## src/rtl/uera_pkg.sv

```systemverilog
// Purpose: Shared constants for the extended register access block
// Assumes: 3-bit UART register address, 8-bit data
// Notes:   All reset values are zero unless named otherwise
package uera_pkg;

  // Direct addresses on the UART register bus
  localparam logic [2:0] ADDR_ADDITIONAL_STATUS = 3'h1;
  localparam logic [2:0] ADDR_ENHANCED_FEATURES = 3'h2;
  localparam logic [2:0] ADDR_LINE_CONTROL      = 3'h3;
  localparam logic [2:0] ADDR_RX_FIFO_LEVEL     = 3'h3;
  localparam logic [2:0] ADDR_RESUME_CHAR_ONE   = 3'h4;
  localparam logic [2:0] ADDR_TX_FIFO_LEVEL     = 3'h4;
  localparam logic [2:0] ADDR_RESUME_CHAR_TWO   = 3'h5;
  localparam logic [2:0] ADDR_INDEXED_WINDOW    = 3'h5;
  localparam logic [2:0] ADDR_PAUSE_CHAR_ONE    = 3'h6;
  localparam logic [2:0] ADDR_PAUSE_CHAR_TWO    = 3'h7;
  localparam logic [2:0] ADDR_SCRATCH_INDEX     = 3'h7;

  // Line control value that opens the 650-compatible bank
  localparam logic [7:0] LINE_CONTROL_BANK650   = 8'hBF;

  // Offsets inside the indexed register set
  localparam logic [7:0] IDX_ADDITIONAL_CONTROL = 8'h00;
  localparam logic [7:0] IDX_CLOCK_PRESCALER    = 8'h01;
  localparam logic [7:0] IDX_SAMPLE_CLOCK_TIMES = 8'h02;
  localparam logic [7:0] IDX_CLOCK_SELECT       = 8'h03;
  localparam logic [7:0] IDX_TX_IRQ_THRESHOLD   = 8'h04;
  localparam logic [7:0] IDX_RX_IRQ_THRESHOLD   = 8'h05;
  localparam logic [7:0] IDX_FLOW_LOW_THRESHOLD = 8'h05;

  // Field positions
  localparam int EF_CTS_FLOW_BIT     = 7;
  localparam int EF_RTS_FLOW_BIT     = 6;
  localparam int EF_SPECIAL_CHAR_BIT = 5;
  localparam int EF_ENHANCED_BIT     = 4;
  localparam int EF_INBAND_MSB       = 3;
  localparam int AC_STATUS_EN_BIT    = 7;
  localparam int AC_WINDOW_RD_BIT    = 6;
  localparam int AC_TRIGGER_EN_BIT   = 5;
  localparam int LC_DIVISOR_BIT      = 7;
  localparam int AS_WRITABLE_MSB     = 1;
  localparam int LEVEL_MSB           = 6;

  // Reset values
  localparam logic [7:0] RST_BYTE           = 8'h00;
  localparam logic [7:0] RST_RX_THRESHOLD   = 8'h01;
  localparam logic [1:0] RST_STATUS_FLAGS   = 2'h0;
  localparam logic [6:0] DEFAULT_TX_TRIGGER = 7'h00;
  localparam logic [6:0] DEFAULT_RX_TRIGGER = 7'h01;

  typedef enum logic [1:0]
  {
    UERA_BANK_NORMAL = 2'b00,
    UERA_BANK_650    = 2'b01,
    UERA_BANK_DIV    = 2'b10
  } uera_bank_t;

endpackage : uera_pkg

```

## src/rtl/uera_status.sv

```systemverilog
// Purpose: Additional status byte with its two software-writable flags
// Assumes: Write strobe already qualified by the address decoder
// Notes:   Upper six bits mirror live datapath state
`timescale 1ns/1ps
module uera_status
  import uera_pkg::*;
(
  input  wire logic       clock,
  input  wire logic       sys_rst,
  input  wire logic       wr_stb,
  input  wire logic [7:0] wdata,
  input  wire logic [5:0] live_bits,
  output logic      [7:0] status_q,
  output logic      [1:0] tx_disable_q
);

  logic [1:0] flags_q;

  always_ff @(posedge clock)
  begin
    if (sys_rst)
      flags_q <= RST_STATUS_FLAGS;
    else if (wr_stb)
      flags_q <= wdata[AS_WRITABLE_MSB:0];
  end

  // Live bits are registered so readback never sees a mid-cycle change
  always_ff @(posedge clock)
  begin
    if (sys_rst)
      status_q <= RST_BYTE;
    else
      status_q <= {live_bits, flags_q};
  end

  always_ff @(posedge clock)
  begin
    if (sys_rst)
      tx_disable_q <= RST_STATUS_FLAGS;
    else
      tx_disable_q <= flags_q;
  end

endmodule : uera_status

```

## src/rtl/uera_trigger.sv

```systemverilog
// Purpose: FIFO threshold comparison for transmit and receive interrupts
// Assumes: FIFO counts are stable for a cycle
// Notes:   Bit 7 of each threshold is ignored
`timescale 1ns/1ps
module uera_trigger
  import uera_pkg::*;
(
  input  wire logic       clock,
  input  wire logic       sys_rst,
  input  wire logic       enable_950,
  input  wire logic [7:0] tx_level,
  input  wire logic [7:0] rx_level,
  input  wire logic [7:0] tx_threshold,
  input  wire logic [7:0] rx_threshold,
  output logic            tx_trigger_q,
  output logic            rx_trigger_q
);

  logic [6:0] tx_limit;
  logic [6:0] rx_limit;

  // Without 950 trigger mode the levels fall back to fixed defaults
  assign tx_limit = enable_950 ? tx_threshold[LEVEL_MSB:0] : DEFAULT_TX_TRIGGER;
  assign rx_limit = enable_950 ? rx_threshold[LEVEL_MSB:0] : DEFAULT_RX_TRIGGER;

  always_ff @(posedge clock)
  begin
    if (sys_rst)
      tx_trigger_q <= 1'b0;
    else
      tx_trigger_q <= (tx_level <= {1'b0, tx_limit});
  end

  always_ff @(posedge clock)
  begin
    if (sys_rst)
      rx_trigger_q <= 1'b0;
    else
      rx_trigger_q <= (rx_level >= {1'b0, rx_limit});
  end

endmodule : uera_trigger

```

## src/rtl/uera_regs.sv

```systemverilog
// Purpose: Extended register access for one UART channel
// Assumes: Single-cycle read and write strobes on a 3-bit address bus
// Notes:   Read data appears one cycle after the read strobe
`timescale 1ns/1ps
module uera_regs
  import uera_pkg::*;
(
  input  wire logic       clock,
  input  wire logic       sys_rst,
  input  wire logic [2:0] addr,
  input  wire logic       wr_en,
  input  wire logic       rd_en,
  input  wire logic [7:0] wdata,
  input  wire logic [7:0] rx_count,
  input  wire logic [7:0] tx_count,
  input  wire logic [5:0] live_status,
  output logic      [7:0] rdata_q,
  output logic            rvalid_q,
  output logic      [7:0] line_control_q,
  output logic      [7:0] scratch_index_q,
  output logic      [7:0] enhanced_features_q,
  output logic            cts_flow_en_q,
  output logic            rts_flow_en_q,
  output logic            special_char_en_q,
  output logic            enhanced_mode_q,
  output logic      [3:0] inband_mode_q,
  output logic      [7:0] resume_char_one_q,
  output logic      [7:0] resume_char_two_q,
  output logic      [7:0] pause_char_one_q,
  output logic      [7:0] pause_char_two_q,
  output logic      [7:0] additional_control_q,
  output logic      [7:0] clock_prescaler_q,
  output logic      [7:0] sample_clock_times_q,
  output logic      [7:0] clock_select_q,
  output logic      [7:0] tx_irq_threshold_q,
  output logic      [7:0] rx_irq_threshold_q,
  output logic      [7:0] flow_low_threshold_q,
  output logic      [7:0] additional_status_q,
  output logic      [1:0] tx_disable_q,
  output logic            tx_trigger_q,
  output logic            rx_trigger_q
);

  uera_bank_t bank;
  logic       status_en;
  logic       window_rd_en;
  logic       wr_bank650;
  logic       wr_normal;
  logic       wr_status;
  logic       wr_window;
  logic [7:0] window_rdata;
  logic [7:0] rdata_d;

  // Bank follows the last value written to line control
  always_comb
  begin
    if (line_control_q == LINE_CONTROL_BANK650)
      bank = UERA_BANK_650;
    else if (line_control_q[LC_DIVISOR_BIT])
      bank = UERA_BANK_DIV;
    else
      bank = UERA_BANK_NORMAL;
  end

  assign status_en    = additional_control_q[AC_STATUS_EN_BIT];
  assign window_rd_en = additional_control_q[AC_WINDOW_RD_BIT];
  assign wr_bank650   = wr_en && (bank == UERA_BANK_650);
  assign wr_normal    = wr_en && (bank == UERA_BANK_NORMAL);
  assign wr_status    = wr_normal && status_en && (addr == ADDR_ADDITIONAL_STATUS);
  assign wr_window    = wr_normal && (addr == ADDR_INDEXED_WINDOW);

  // Line control is reachable from every bank so the bank can be left
  always_ff @(posedge clock)
  begin
    if (sys_rst)
      line_control_q <= RST_BYTE;
    else if (wr_en && addr == ADDR_LINE_CONTROL)
      line_control_q <= wdata;
  end

  // Scratch index shares its address with the pause character two
  always_ff @(posedge clock)
  begin
    if (sys_rst)
      scratch_index_q <= RST_BYTE;
    else if (wr_en && bank != UERA_BANK_650 && addr == ADDR_SCRATCH_INDEX)
      scratch_index_q <= wdata;
  end

  always_ff @(posedge clock)
  begin
    if (sys_rst)
      enhanced_features_q <= RST_BYTE;
    else if (wr_bank650 && addr == ADDR_ENHANCED_FEATURES)
      enhanced_features_q <= wdata;
  end

  // Each decoded field has its own flop so flow logic sees clean levels
  always_ff @(posedge clock)
  begin
    if (sys_rst)
      cts_flow_en_q <= 1'b0;
    else
      cts_flow_en_q <= enhanced_features_q[EF_CTS_FLOW_BIT];
  end

  always_ff @(posedge clock)
  begin
    if (sys_rst)
      rts_flow_en_q <= 1'b0;
    else
      rts_flow_en_q <= enhanced_features_q[EF_RTS_FLOW_BIT];
  end

  always_ff @(posedge clock)
  begin
    if (sys_rst)
      special_char_en_q <= 1'b0;
    else
      special_char_en_q <= enhanced_features_q[EF_SPECIAL_CHAR_BIT];
  end

  always_ff @(posedge clock)
  begin
    if (sys_rst)
      enhanced_mode_q <= 1'b0;
    else
      enhanced_mode_q <= enhanced_features_q[EF_ENHANCED_BIT];
  end

  always_ff @(posedge clock)
  begin
    if (sys_rst)
      inband_mode_q <= 4'h0;
    else
      inband_mode_q <= enhanced_features_q[EF_INBAND_MSB:0];
  end

  always_ff @(posedge clock)
  begin
    if (sys_rst)
      resume_char_one_q <= RST_BYTE;
    else if (wr_bank650 && addr == ADDR_RESUME_CHAR_ONE)
      resume_char_one_q <= wdata;
  end

  always_ff @(posedge clock)
  begin
    if (sys_rst)
      resume_char_two_q <= RST_BYTE;
    else if (wr_bank650 && addr == ADDR_RESUME_CHAR_TWO)
      resume_char_two_q <= wdata;
  end

  always_ff @(posedge clock)
  begin
    if (sys_rst)
      pause_char_one_q <= RST_BYTE;
    else if (wr_bank650 && addr == ADDR_PAUSE_CHAR_ONE)
      pause_char_one_q <= wdata;
  end

  always_ff @(posedge clock)
  begin
    if (sys_rst)
      pause_char_two_q <= RST_BYTE;
    else if (wr_bank650 && addr == ADDR_PAUSE_CHAR_TWO)
      pause_char_two_q <= wdata;
  end

  // Indexed control set; offsets outside the set are dropped on write
  always_ff @(posedge clock)
  begin
    if (sys_rst)
      additional_control_q <= RST_BYTE;
    else if (wr_window && scratch_index_q == IDX_ADDITIONAL_CONTROL)
      additional_control_q <= wdata;
  end

  always_ff @(posedge clock)
  begin
    if (sys_rst)
      clock_prescaler_q <= RST_BYTE;
    else if (wr_window && scratch_index_q == IDX_CLOCK_PRESCALER)
      clock_prescaler_q <= wdata;
  end

  always_ff @(posedge clock)
  begin
    if (sys_rst)
      sample_clock_times_q <= RST_BYTE;
    else if (wr_window && scratch_index_q == IDX_SAMPLE_CLOCK_TIMES)
      sample_clock_times_q <= wdata;
  end

  always_ff @(posedge clock)
  begin
    if (sys_rst)
      clock_select_q <= RST_BYTE;
    else if (wr_window && scratch_index_q == IDX_CLOCK_SELECT)
      clock_select_q <= wdata;
  end

  // Bit 7 of the transmit trigger is unused and always reads zero
  always_ff @(posedge clock)
  begin
    if (sys_rst)
      tx_irq_threshold_q <= RST_BYTE;
    else if (wr_window && scratch_index_q == IDX_TX_IRQ_THRESHOLD)
      tx_irq_threshold_q <= {1'b0, wdata[LEVEL_MSB:0]};
  end

  // Receive trigger and flow low level share one offset, so one write loads both
  always_ff @(posedge clock)
  begin
    if (sys_rst)
      rx_irq_threshold_q <= RST_RX_THRESHOLD;
    else if (wr_window && scratch_index_q == IDX_RX_IRQ_THRESHOLD)
      rx_irq_threshold_q <= {1'b0, wdata[LEVEL_MSB:0]};
  end

  always_ff @(posedge clock)
  begin
    if (sys_rst)
      flow_low_threshold_q <= RST_BYTE;
    else if (wr_window && scratch_index_q == IDX_FLOW_LOW_THRESHOLD)
      flow_low_threshold_q <= {1'b0, wdata[LEVEL_MSB:0]};
  end

  // Window readback; reserved offsets read zero so stray reads are harmless
  always_comb
  begin
    case (scratch_index_q)
      IDX_ADDITIONAL_CONTROL: window_rdata = additional_control_q;
      IDX_CLOCK_PRESCALER:    window_rdata = clock_prescaler_q;
      IDX_SAMPLE_CLOCK_TIMES: window_rdata = sample_clock_times_q;
      IDX_CLOCK_SELECT:       window_rdata = clock_select_q;
      IDX_TX_IRQ_THRESHOLD:   window_rdata = tx_irq_threshold_q;
      IDX_RX_IRQ_THRESHOLD:   window_rdata = rx_irq_threshold_q;
      default:                window_rdata = RST_BYTE;
    endcase
  end

  // Read multiplexer; base 550 registers outside this block read zero
  always_comb
  begin
    rdata_d = RST_BYTE;
    case (bank)
      UERA_BANK_650:
      begin
        case (addr)
          ADDR_ENHANCED_FEATURES: rdata_d = enhanced_features_q;
          ADDR_LINE_CONTROL:      rdata_d = line_control_q;
          ADDR_RESUME_CHAR_ONE:   rdata_d = resume_char_one_q;
          ADDR_RESUME_CHAR_TWO:   rdata_d = resume_char_two_q;
          ADDR_PAUSE_CHAR_ONE:    rdata_d = pause_char_one_q;
          ADDR_PAUSE_CHAR_TWO:    rdata_d = pause_char_two_q;
          default:                rdata_d = RST_BYTE;
        endcase
      end
      UERA_BANK_NORMAL:
      begin
        case (addr)
          ADDR_ADDITIONAL_STATUS:
            rdata_d = status_en ? additional_status_q : RST_BYTE;
          ADDR_RX_FIFO_LEVEL:
            rdata_d = status_en ? rx_count : line_control_q;
          ADDR_TX_FIFO_LEVEL:
            rdata_d = status_en ? tx_count : RST_BYTE;
          ADDR_INDEXED_WINDOW:
            rdata_d = window_rd_en ? window_rdata : RST_BYTE;
          ADDR_SCRATCH_INDEX:
            rdata_d = scratch_index_q;
          default:
            rdata_d = RST_BYTE;
        endcase
      end
      UERA_BANK_DIV:
      begin
        // Divisor bank belongs to the base set; only line control and scratch index answer
        if (addr == ADDR_LINE_CONTROL)
          rdata_d = line_control_q;
        else if (addr == ADDR_SCRATCH_INDEX)
          rdata_d = scratch_index_q;
        else
          rdata_d = RST_BYTE;
      end
      default:
        rdata_d = RST_BYTE;
    endcase
  end

  // Read data holds until the next read, so late sampling stays safe
  always_ff @(posedge clock)
  begin
    if (sys_rst)
      rdata_q <= RST_BYTE;
    else if (rd_en)
      rdata_q <= rdata_d;
  end

  always_ff @(posedge clock)
  begin
    if (sys_rst)
      rvalid_q <= 1'b0;
    else
      rvalid_q <= rd_en;
  end

  uera_status u_status
  (
    .clock        (clock),
    .sys_rst      (sys_rst),
    .wr_stb       (wr_status),
    .wdata        (wdata),
    .live_bits    (live_status),
    .status_q     (additional_status_q),
    .tx_disable_q (tx_disable_q)
  );

  uera_trigger u_trigger
  (
    .clock        (clock),
    .sys_rst      (sys_rst),
    .enable_950   (additional_control_q[AC_TRIGGER_EN_BIT]),
    .tx_level     (tx_count),
    .rx_level     (rx_count),
    .tx_threshold (tx_irq_threshold_q),
    .rx_threshold (rx_irq_threshold_q),
    .tx_trigger_q (tx_trigger_q),
    .rx_trigger_q (rx_trigger_q)
  );

endmodule : uera_regs

```

## config.mk

```make
export PLATFORM = sky130hd
export DESIGN_NAME = uera_regs
export DESIGN_NICKNAME = d
export VERILOG_FILES = /design/src/rtl/uera_pkg.sv /design/src/rtl/uera_status.sv /design/src/rtl/uera_trigger.sv /design/src/rtl/uera_regs.sv
export SDC_FILE = /design/constraint.sdc
export NUM_CORES = 1
export LEC_CHECK = 0
export CORE_MARGIN = 1
export CORE_UTILIZATION = 34
export DETAILED_ROUTE_END_ITERATION = 12
export DONT_BUFFER_PORTS = 1
export PLACE_DENSITY = 0.57
export SYNTH_ARGS = -nofsm -noshare
export SYNTH_HDL_FRONTEND = slang
export SYNTH_SLANG_ARGS = --single-unit
```

## constraint.sdc

```tcl
create_clock -name clock -period 4.6 [get_ports clock]
set_clock_uncertainty 0.05 [all_clocks]
set_input_delay 0.69 -clock clock [delete_from_list [all_inputs] [get_ports clock]]
set_output_delay 0.69 -clock clock [all_outputs]
set_load 0.1 [all_outputs]
```

==> results of run 1 <==
==> metal layers <==
layer / GRT usage (%) / vias to the layer above / routed length, um
met2: 34.68 / 250 / 10070
met1: 29.06 / 2613 / 9648
met4: 8.489 / 0 / 515
li1: - / 2477 / -
met5: 0 / - / 0
met3: 10.53 / 37 / 2721
==> cells by family (layout without fill, tap and decap cells) <==
| kind of cell | after synthesis | after routing | share of synthesized area, % |
|---|---|---|---|
| other | 1 | 3 | 0.05677 |
| muxes | 127 | 127 | 20.48 |
| AOI/OAI and AO/OA | 108 | 108 | 11.67 |
| DFF | 132 | 132 | 40.01 |
| and+or+nand+nor | 263 | 263 | 19.11 |
| buffers and inverters | 77 | 54 | 6.024 |
| adders and majority gates | 14 | 14 | 2.652 |
==> layout make-up <==
class / instances / area (um2) / area share (%)
multi-input cells: 515 / 3578 / 48.78
flip-flops and latches: 132 / 2659 / 36.24
repair buffers: 15 / 112.6 / 1.535
clock buffers: 23 / 457.9 / 6.243
well taps: 260 / 325.3 / 4.435
inverters: 7 / 26.28 / 0.3582
clock inverters: 9 / 176.4 / 2.405
==> worst reg2reg max path, delay by kind of cell (launching register included) <==
| family | cells | cell delay (ps) |
|---|---|---|
| compound gates | 4 | 1230 |
| flops | 1 | 1110 |
| mux | 1 | 190 |
==> state kept, by name, indices dropped and copies added, names as in the netlist, 2 cells and up <==
signal / count
additional_control_q: 8
clock_prescaler_q: 8
clock_select_q: 8
enhanced_features_q: 8
line_control_q: 8
pause_char_one_q: 8
pause_char_two_q: 8
rdata_q: 8
resume_char_one_q: 8
resume_char_two_q: 8
sample_clock_times_q: 8
scratch_index_q: 8
flow_low_threshold_q: 7
tx_irq_threshold_q: 7
u_status.status_q: 7
inband_mode_q: 4
u_status.flags_q: 2
==> synth_stat cells (3+ instances only) <==
master / count
nand2b_1: 5
nand3_1: 10
o221ai_1: 4
a221oi_1: 4
dfxtp_1: 132
buf_4: 14
nor3b_1: 3
or3_1: 4
a211oi_1: 3
a22o_1: 3
mux4_2: 6
nor3_1: 4
and2_1: 3
ha_1: 14
buf_2: 14
nor2_1: 114
a32oi_1: 4
buf_6: 5
o21ai_0: 10
a21oi_1: 34
o22ai_1: 3
a32o_1: 7
inv_1: 7
o221a_2: 4
buf_1: 5
a31oi_1: 5
mux2_2: 5
mux2i_1: 116
clkbuf_1: 31
a2111oi_0: 5
o211ai_1: 3
a311oi_1: 3
nor2b_1: 24
nand2_1: 68
nand4_1: 3
==> through the flow <==
| step | hold slack [ps] | power (W) | utilization [%] | cell area, um2 |
|---|---|---|---|---|
| 4_1_cts | 267.9 | 0.002869 | 38.83 | 7336 |
| 5_1_grt | 267.2 | 0.002929 | 38.83 | 7336 |
| 2_1_floorplan | 387.8 | 0.001402 | - | 6613 |
| 3_3_place_gp | 396.1 | 0.001389 | 35.47 | 6701 |
| 3_5_place_dp | 399.0 | 0.001389 | 35.47 | 6701 |
| 6_report | 283.5 | 0.002845 | 38.83 | 7336 |
==> worst paths after layout <==
check | cells past startpoint | from | endpoint
setup / recovery | 5 | scratch_index_q[2] | rdata_q[5]
hold / removal | 1 | tx_count[7] | u_trigger.tx_trigger_q
setup reg to reg | 5 | scratch_index_q[2] | rdata_q[5]
hold reg to reg | 1 | u_status.flags_q[1] | u_status.status_q[1]
==> report_power, final <==
part	switching (W)	internal [W]	leakage (nW)
Sequential	0.0000918	0.00116	1.07
Combinational	0.0000737	0.0000438	1.40
Clock	0.000505	0.000975	0.305
==> reports/qor.yml, run 1 <==
status:
  status: "complete, no violations"
yosys:
  ys_seq_area_share_pct: 40.01
  synth_area_leaders: "dfxtp_1 (40%), mux2i_1 (18%), nor2_1 (6.5%), nand2_1 (3.9%), ha_1 (2.7%)"
  synth-edff-count: 0
  synth_top_area_cell: "dfxtp_1"
  synth_cell_types: 67
  syn_area_um2: 6605
  async_flop_share_pct: 0
  yosysWarnings: 0
  yosysTopAreaCellShare_pct: 40.01
  synth-main-ff-cell: "dfxtp_1"
  syn_inst: 722
  ys_ff_latch: 132
  synth.avg_cell_area_um2: 9.148
die:
  die_y_um: 141.4
  boundaryPins: 178
  core_um2: 18890
  initial_core_util_pct: 34.96
  die_width_um: 141.4
  row_count: 50
  dieArea_um2: 19990
hold_path:
  hp-class: "input port to flip-flop"
power_and_ir_drop:
  max-vdd-ir-drop_mv: 0.1753
  p_leak_nw: 2.779
  power_per_cell_area_nw_per_um2: 387.8
clock_network:
  path_clk_slew_ps: 60
  post-cts-setup-buffers: 0
  htreeDepth: 4
  clk_path_buf_depth: 2
  cts_resized: 0
  clock-sinks: 132
  cts_made_buffers: 17
  tritoncts: "yes"
  clock_latency_ps: 420
  cts_root_buffer: "clkbuf_16"
  ctsHoldBuffers: 0
job:
  drv_cap: 0
detailed_routing:
  avgRoutedWirePerCell_um: 23.89
  drc_errors: 0
  routed_wl_um: 22950
  viasPerCell: 5.595
  dr.pass1.iters: 5
  drtIter0Drc: 451
  antenna_left: 0
  via_count: 5377
finish:
  final_cells: 961
  final_common_cell: "dfxtp_1"
  area_growth_syn_to_layout_pct: 11.06
  fillCellCount: 1954
  layout_common_cells: "dfxtp_1 (119), mux2i_1 (116), nor2_1 (114)"
  nets: 739
  diodes: 0
  layout-drive-gt1-share_pct: 11.55
placed_design:
  dp_hpwl_um: 16360
  io_buffers: 0
  globalplace.congestion: 0.8894
  dp_slack_ps: 2010
  dp.cells: 929
timing:
  maxSlewViolCount: 0
  finalHoldViolCount: 0
  worstMarginPinSlew_ps: 1184
  finalSetupViolCount: 0
  fin_ws_ps: 1971
  finalCritPeriodShare_pct: 57.14
  relSlewSlack_pct: 21.07
  rsz0062_at_grt: "false"
  fmaxAchievable_ghz: 0.3804
  fin_setup_tns_ps: 0
  post-route-min-period_ps: 2629
critical_path:
  endpoint_kind: "flip-flop"
  path_cells: "mux2i_1, a2111oi_0, a221oi_1, o221ai_1, a221o_1"
  slowest_stage: "dfxtp_2"
  critPathMaxFanout: 28
  worstSetupPathType: "flip-flop to flip-flop"
  r2r_setup_slack_ps: 1970
  cp-start-kind: "flip-flop"
  crit_buf_inv: 0
  critPathTopFamily: "compound AO/OA/AOI/OAI gates"
  worstPathArrival_ps: 2950
  required_ps: 4920
  slowest_delay_ps: 1110
global_routing:
  antenna_found_initial: 0
  grt-ovfl-total: 0
  grt_use_total_pct: 23.14
  grt_max_degree: 129
  grt_pass1_vias: 5069
  grt_pass1_wl_um: 34010
Power figures use the tool's default switching activity.
==> run 2, diff against run 1 <==
--- a/config.mk
+++ b/config.mk
@@ -9,7 +9,7 @@
 export CORE_UTILIZATION = 34
 export DETAILED_ROUTE_END_ITERATION = 12
 export DONT_BUFFER_PORTS = 1
-export PLACE_DENSITY = 0.57
+export PLACE_DENSITY = 0.59
 export SYNTH_ARGS = -nofsm -noshare
 export SYNTH_HDL_FRONTEND = slang
 export SYNTH_SLANG_ARGS = --single-unit
==> constraint.sdc (replaced) <==
create_clock -name clock -period 2.3 [get_ports clock]
set_clock_uncertainty 0.05 [all_clocks]
set_input_delay 0.345 -clock clock [delete_from_list [all_inputs] [get_ports clock]]
set_output_delay 0.345 -clock clock [all_outputs]
set_load 0.1 [all_outputs]
==> run 2 against run 1 <==
  * Sequential cell count is the same
  * Worst setup slack got worse by 1900 ps
  * Critical path type unchanged
  * Total power increased by 110%
  * Clock power up 100%
  * Largest cell class unchanged
  * Wire length is 5.3% higher
  * Critical path depth increased by 2
==> reports/qor.yml, run 2 (synthesized netlist as in run 1, its figures left out) <==
critical_path:
  r2r_setup_slack_ps: 70  # -1900 ps
  crit_buf_inv: 2  # +2
  worstSetupPathType: "flip-flop to flip-flop"
  worstPathArrival_ps: 2480  # -470 ps
  endpoint_kind: "flip-flop"
  slowest_stage: "dlygate4sd3_1"
  critPathMaxFanout: 8  # -71%
  slowest_delay_ps: 560  # -550 ps
  path_cells: "nor4_4, nand4_1, nor2_2, buf_6, mux2i_1, nor2_1, dlygate4sd3_1"
  required_ps: 2550  # -2370 ps
  cp-start-kind: "flip-flop"
  critPathTopFamily: "simple AND/OR/NAND/NOR gates"
global_routing:
  grt_pass1_wl_um: 35810  # +5.3%
  grt_pass1_vias: 5680  # +12%
  grt_max_degree: 101  # -22%
  grt-ovfl-total: 0  # unchanged
  grt_use_total_pct: 24.18  # +1.0 points
  antenna_found_initial: 0  # unchanged
finish:
  area_growth_syn_to_layout_pct: 31.56
  layout-drive-gt1-share_pct: 27.46  # +16 points
  layout_common_cells: "buf_4 (151), mux2i_1 (116), nor2_1 (113)"
  final_common_cell: "buf_4"
  utilization_pct: 45.99  # +7.2 points
  fin_area_um2: 8690  # +18%
  nets: 901  # +22%
  diodes: 0  # unchanged
timing:
  whs_ps: 16.24  # -267.3 ps
  post-route-min-period_ps: 2230  # -398.9 ps
  fmaxAchievable_ghz: 0.4485  # +18%
  worstMarginPinSlew_ps: 582.8  # -601.3 ps
  relSlewSlack_pct: 61.15  # +40 points
  finalCritPeriodShare_pct: 96.94  # +40 points
  finalSetupViolCount: 0  # unchanged
  finalHoldViolCount: 0  # unchanged
  maxSlewViolCount: 0  # unchanged
detailed_routing:
  via_count: 5972  # +11%
  drtIter0Drc: 530  # +18%
  routed_wl_um: 24160  # +5.3%
  avgRoutedWirePerCell_um: 21.51  # -9.9%
  antenna_left: 0  # unchanged
  viasPerCell: 5.318  # -5.0%
  dr.pass1.iters: 5  # unchanged
  drc_errors: 0  # unchanged
job:
  drv_cap: 0  # unchanged
power_and_ir_drop:
  pwr-share-clk_pct: 51.8  # -0.2 points
  seqPwrFrac_pct: 40.0  # -3.9 points
  max-vdd-ir-drop_mv: 0.3425  # +95%
  switching_share_pct: 24.28  # +0.73 points
  fin_total_pwr_w: 0.005852  # +110%
  p_sw_w: 0.001421  # +110%
  p_leak_nw: 3.715  # +34%
  internal-power_w: 0.004431  # +100%
  pwr-share-comb_pct: 8.2  # +4.1 points
  power_per_cell_area_nw_per_um2: 673.5  # +74%
placed_design:
  dp_hpwl_um: 17100  # +4.5%
  placed_area_um2: 7701  # +15%
  io_buffers: 0  # unchanged
  globalplace.congestion: 0.9204  # +3.5%
die:
  initial_core_util_pct: 34.96  # unchanged
  die_y_um: 141.4  # unchanged
  die_width_um: 141.4  # unchanged
  dieArea_um2: 19990  # unchanged
  boundaryPins: 178  # unchanged
  core_um2: 18890  # unchanged
  row_count: 50  # unchanged
clock_network:
  path_clk_slew_ps: 60  # about the same
  cts_root_buffer: "clkbuf_16"
  tritoncts: "yes"
  clk_path_buf_depth: 2  # unchanged
  clock-sinks: 132  # unchanged
  htreeDepth: 4  # unchanged
  clock_latency_ps: 420  # about the same
  cts_made_buffers: 17  # unchanged
status:
  status: "complete, no violations"
hold_path:
  hp-class: "input port to flip-flop"
-- run 2: cell count changes in the layout (fill, tap and decap cells not counted), moves of 4 or more --
cell           delta
dfxtp_2           +9
dlygate4sd3_1    +23
dfxtp_1           -9
clkbuf_1          -4
buf_4           +136
-- run 2: per-layer routing --
metal	global-route usage, %	share of wire, %	wire, um
met2	37.42	44	10710
met3	10.39	12	2870
met4	6.735	1.6	379
met1	30.58	42	10200
met5	0	0	0
-- run 2: cell type report --
class                      instances  area (um2)
inverter                           7       26.28
tap                              260       325.3
multi-input combinational        515        3595
clock inverter                    12       201.4
clock buffer                      20       456.7
sequential                       132        2670
timing repair buffer             177        1415
fill                            1830       10200
-- run 2: path summary, 6_finish.rpt --
kind,startpoint,to,cells past startpoint
setup / recovery,scratch_index_q[6],flow_low_threshold_q[2],7
hold / removal,wdata[0],sample_clock_times_q[0],2
setup reg to reg,scratch_index_q[6],flow_low_threshold_q[2],7
hold reg to reg,rx_irq_threshold_q[0],rx_irq_threshold_q[0],2
-- run 2: repair_timing --
item | 4_1_cts | 5_1_grt
hold buffers | 25 | 0
setup endpoints to repair | 0 | 6
setup buffers | 0 | 5
resized for setup | 0 | 9
hold endpoints to repair | 123 | 0
-- run 2: metrics by stage --
stage / instances / worst slack, ps / TNS, ps
after floorplan: 724 / 14.60 / 0
after global placement: 1061 / 255.8 / 0
after detailed placement: 1061 / 232.2 / 0
after CTS: 1118 / 11.99 / 0
after global routing: 1123 / -7.701 / -7.701
final: 1123 / 70.31 / 0
-- run 2: power by group through the flow --
stage / sequential [W] / combinational [W] / clock, W
6_report: 0.00234 / 0.000478 / 0.00303
3_3_place_gp: 0.00239 / 0.000423 / 0
2_1_floorplan: 0.00256 / 0.000248 / 0
3_5_place_dp: 0.00239 / 0.000424 / 0
4_1_cts: 0.00234 / 0.000475 / 0.00306
5_1_grt: 0.00234 / 0.000503 / 0.00316
==> run 3, diff against run 2 <==
--- a/config.mk
+++ b/config.mk
@@ -9,7 +9,7 @@
 export CORE_UTILIZATION = 34
 export DETAILED_ROUTE_END_ITERATION = 12
 export DONT_BUFFER_PORTS = 1
-export PLACE_DENSITY = 0.59
+export PLACE_DENSITY = 0.57
 export SYNTH_ARGS = -nofsm -noshare
 export SYNTH_HDL_FRONTEND = slang
 export SYNTH_SLANG_ARGS = --single-unit
==> constraint.sdc (replaced) <==
create_clock -name clock -period 2.8 [get_ports clock]
set_clock_uncertainty 0.05 [all_clocks]
set_input_delay 0.42 -clock clock [delete_from_list [all_inputs] [get_ports clock]]
set_output_delay 0.42 -clock clock [all_outputs]
set_load 0.1 [all_outputs]
==> run 3 against run 2 <==
  * Register-to-register slack improved by 530 ps
  * Critical endpoint is now rdata_q[2]
  * Final area decreased by 6.9%
  * Critical path depth decreased by 1
  * Sequential share of layout area increased by 2.1 points
  * Combinational power decreased by 37%
  * Die area unchanged
  * Wire length decreased by 2.8%
  * Count of clock-buffer cells in the layout increased by 2
  * Total power decreased by 22%
  * Utilization decreased by 3.2 points
  * Sequential power decreased by 16%
==> reports/qor.yml, run 3 (synthesized netlist as in run 1, its figures left out) <==
status:
  status: "complete, no violations"
clock_network:
  htreeDepth: 4  # unchanged
  post-cts-setup-buffers: 0  # unchanged
  path_clk_slew_ps: 60  # about the same
  clock_latency_ps: 410  # about the same
  clock-sinks: 132  # unchanged
  tritoncts: "yes"
  ctsHoldBuffers: 0  # -100%
  cts_made_buffers: 17  # unchanged
  cts_root_buffer: "clkbuf_16"
  clk_path_buf_depth: 2  # unchanged
  cts_resized: 0  # unchanged
job:
  drv_cap: 0  # unchanged
detailed_routing:
  drtIter0Drc: 677  # +28%
  dr.pass1.iters: 5  # unchanged
  drc_errors: 0  # unchanged
  via_count: 5790  # -3.0%
  antenna_left: 0  # unchanged
  viasPerCell: 5.437  # +2.2%
  routed_wl_um: 23480  # -2.8%
  avgRoutedWirePerCell_um: 22.05  # +2.5%
die:
  die_width_um: 141.4  # unchanged
  initial_core_util_pct: 34.96  # unchanged
  die_y_um: 141.4  # unchanged
  row_count: 50  # unchanged
  boundaryPins: 178  # unchanged
  dieArea_um2: 19990  # unchanged
  core_um2: 18890  # unchanged
power_and_ir_drop:
  fin_total_pwr_w: 0.004564  # -22%
  p_leak_nw: 3.337  # -10%
  power_per_cell_area_nw_per_um2: 564.2  # -16%
  max-vdd-ir-drop_mv: 0.2811  # -18%
timing:
  fin_ws_ps: 604.5  # +534.2 ps
  fmaxAchievable_ghz: 0.4555  # +1.6%
  finalCritPeriodShare_pct: 78.41  # -19 points
  finalSetupViolCount: 0  # unchanged
  worstMarginPinSlew_ps: 1019  # +436.0 ps
  rsz0062_at_grt: "false"
  maxSlewViolCount: 0  # unchanged
  fin_setup_tns_ps: 0  # unchanged
  post-route-min-period_ps: 2195  # -34.22 ps
  finalHoldViolCount: 0  # unchanged
  relSlewSlack_pct: 31.99  # -29 points
finish:
  area_growth_syn_to_layout_pct: 22.49
  nets: 844  # -6.3%
  layout-drive-gt1-share_pct: 23.35  # -4.1 points
  final_common_cell: "buf_4"
  diodes: 0  # unchanged
  layout_common_cells: "buf_4 (120), dfxtp_1 (119), mux2i_1 (116)"
  utilization_pct: 42.82  # -3.2 points
placed_design:
  globalplace.congestion: 0.8930  # -3.0%
  dp_slack_ps: 629.3  # +397.1 ps
  io_buffers: 0  # unchanged
  dp_hpwl_um: 16810  # -1.7%
global_routing:
  grt_pass1_vias: 5411  # -4.7%
  grt_use_total_pct: 23.77  # -0.41 points
  grt_max_degree: 129  # +28%
  antenna_found_initial: 0  # unchanged
  grt-ovfl-total: 0  # unchanged
  grt_pass1_wl_um: 35160  # -1.8%
hold_path:
  hp-class: "input port to flip-flop"
critical_path:
  worstPathArrival_ps: 2450  # -30 ps
  endpoint_kind: "flip-flop"
  required_ps: 3050  # +500 ps
  cp-start-kind: "flip-flop"
  critPathMaxFanout: 21  # +13
  worstSetupPathType: "flip-flop to flip-flop"
run 3: cell types whose count changed in the layout (fill, tap and decap cells not counted), moves of 2 or more:
| cell | change |
|---|---|
| buf_4 | -31 |
| clkinv_2 | +2 |
| clkinv_4 | -2 |
| bufinv_16 | -2 |
| dlygate4sd3_1 | -23 |
| dfxtp_1 | +9 |
| dfxtp_2 | -9 |
run 3: critical path, cell delays in order (launching register included):
cell	delay, ps
dfxtp_2	670
buf_4	280
mux2i_1	270
o22ai_1	100
o21ai_0	290
a31oi_1	170
o221a_2	250
run 3: metrics by stage:
step | cell area, um2 | hold slack, ps | instances
2_1_floorplan | 6613 | 387.8 | 724
3_3_place_gp | 7490 | 395.6 | 1034
3_5_place_dp | 7490 | 399.1 | 1034
4_1_cts | 8090 | 11.59 | 1065
5_1_grt | 8090 | 8.544 | 1065
6_report | 8090 | 26.19 | 1065
run 3: layout make-up:
class / instances / area (um2)
Clock buffer: 22 / 474.2
Clock inverter: 9 / 126.4
Fill cell: 1868 / 10800
Inverter: 7 / 26.28
Multi-Input combinational cell: 515 / 3578
Sequential cell: 132 / 2659
Tap cell: 260 / 325.3
Timing Repair Buffer: 120 / 900.9
run 3: power by group:
group          total, W  internal [W]  switching, W
Sequential      0.00196       0.00190     0.0000590
Combinational  0.000302     0.0000860      0.000216
Clock           0.00230       0.00146      0.000840
Total           0.00456       0.00345       0.00111
run 3: metal layers:
layer	vias to the layer above	GRT usage, %	wire length, um
li1	2681	-	-
met1	2774	31.79	10030
met4	0	8.093	496
met3	33	9.754	2859
met2	302	34.34	10090
met5	-	0	0
run 3: path summary, 6_finish.rpt:
| check | end | cells after the start | slack [ps] | startpoint |
|---|---|---|---|---|
| max | rdata_q[2] | 6 | 600 | scratch_index_q[2] |
| min | u_status.status_q[6] | 1 | 30 | sys_rst |
| max reg2reg | rdata_q[2] | 6 | 600 | scratch_index_q[2] |
| min reg2reg | u_status.status_q[1] | 1 | 410 | u_status.flags_q[1] |
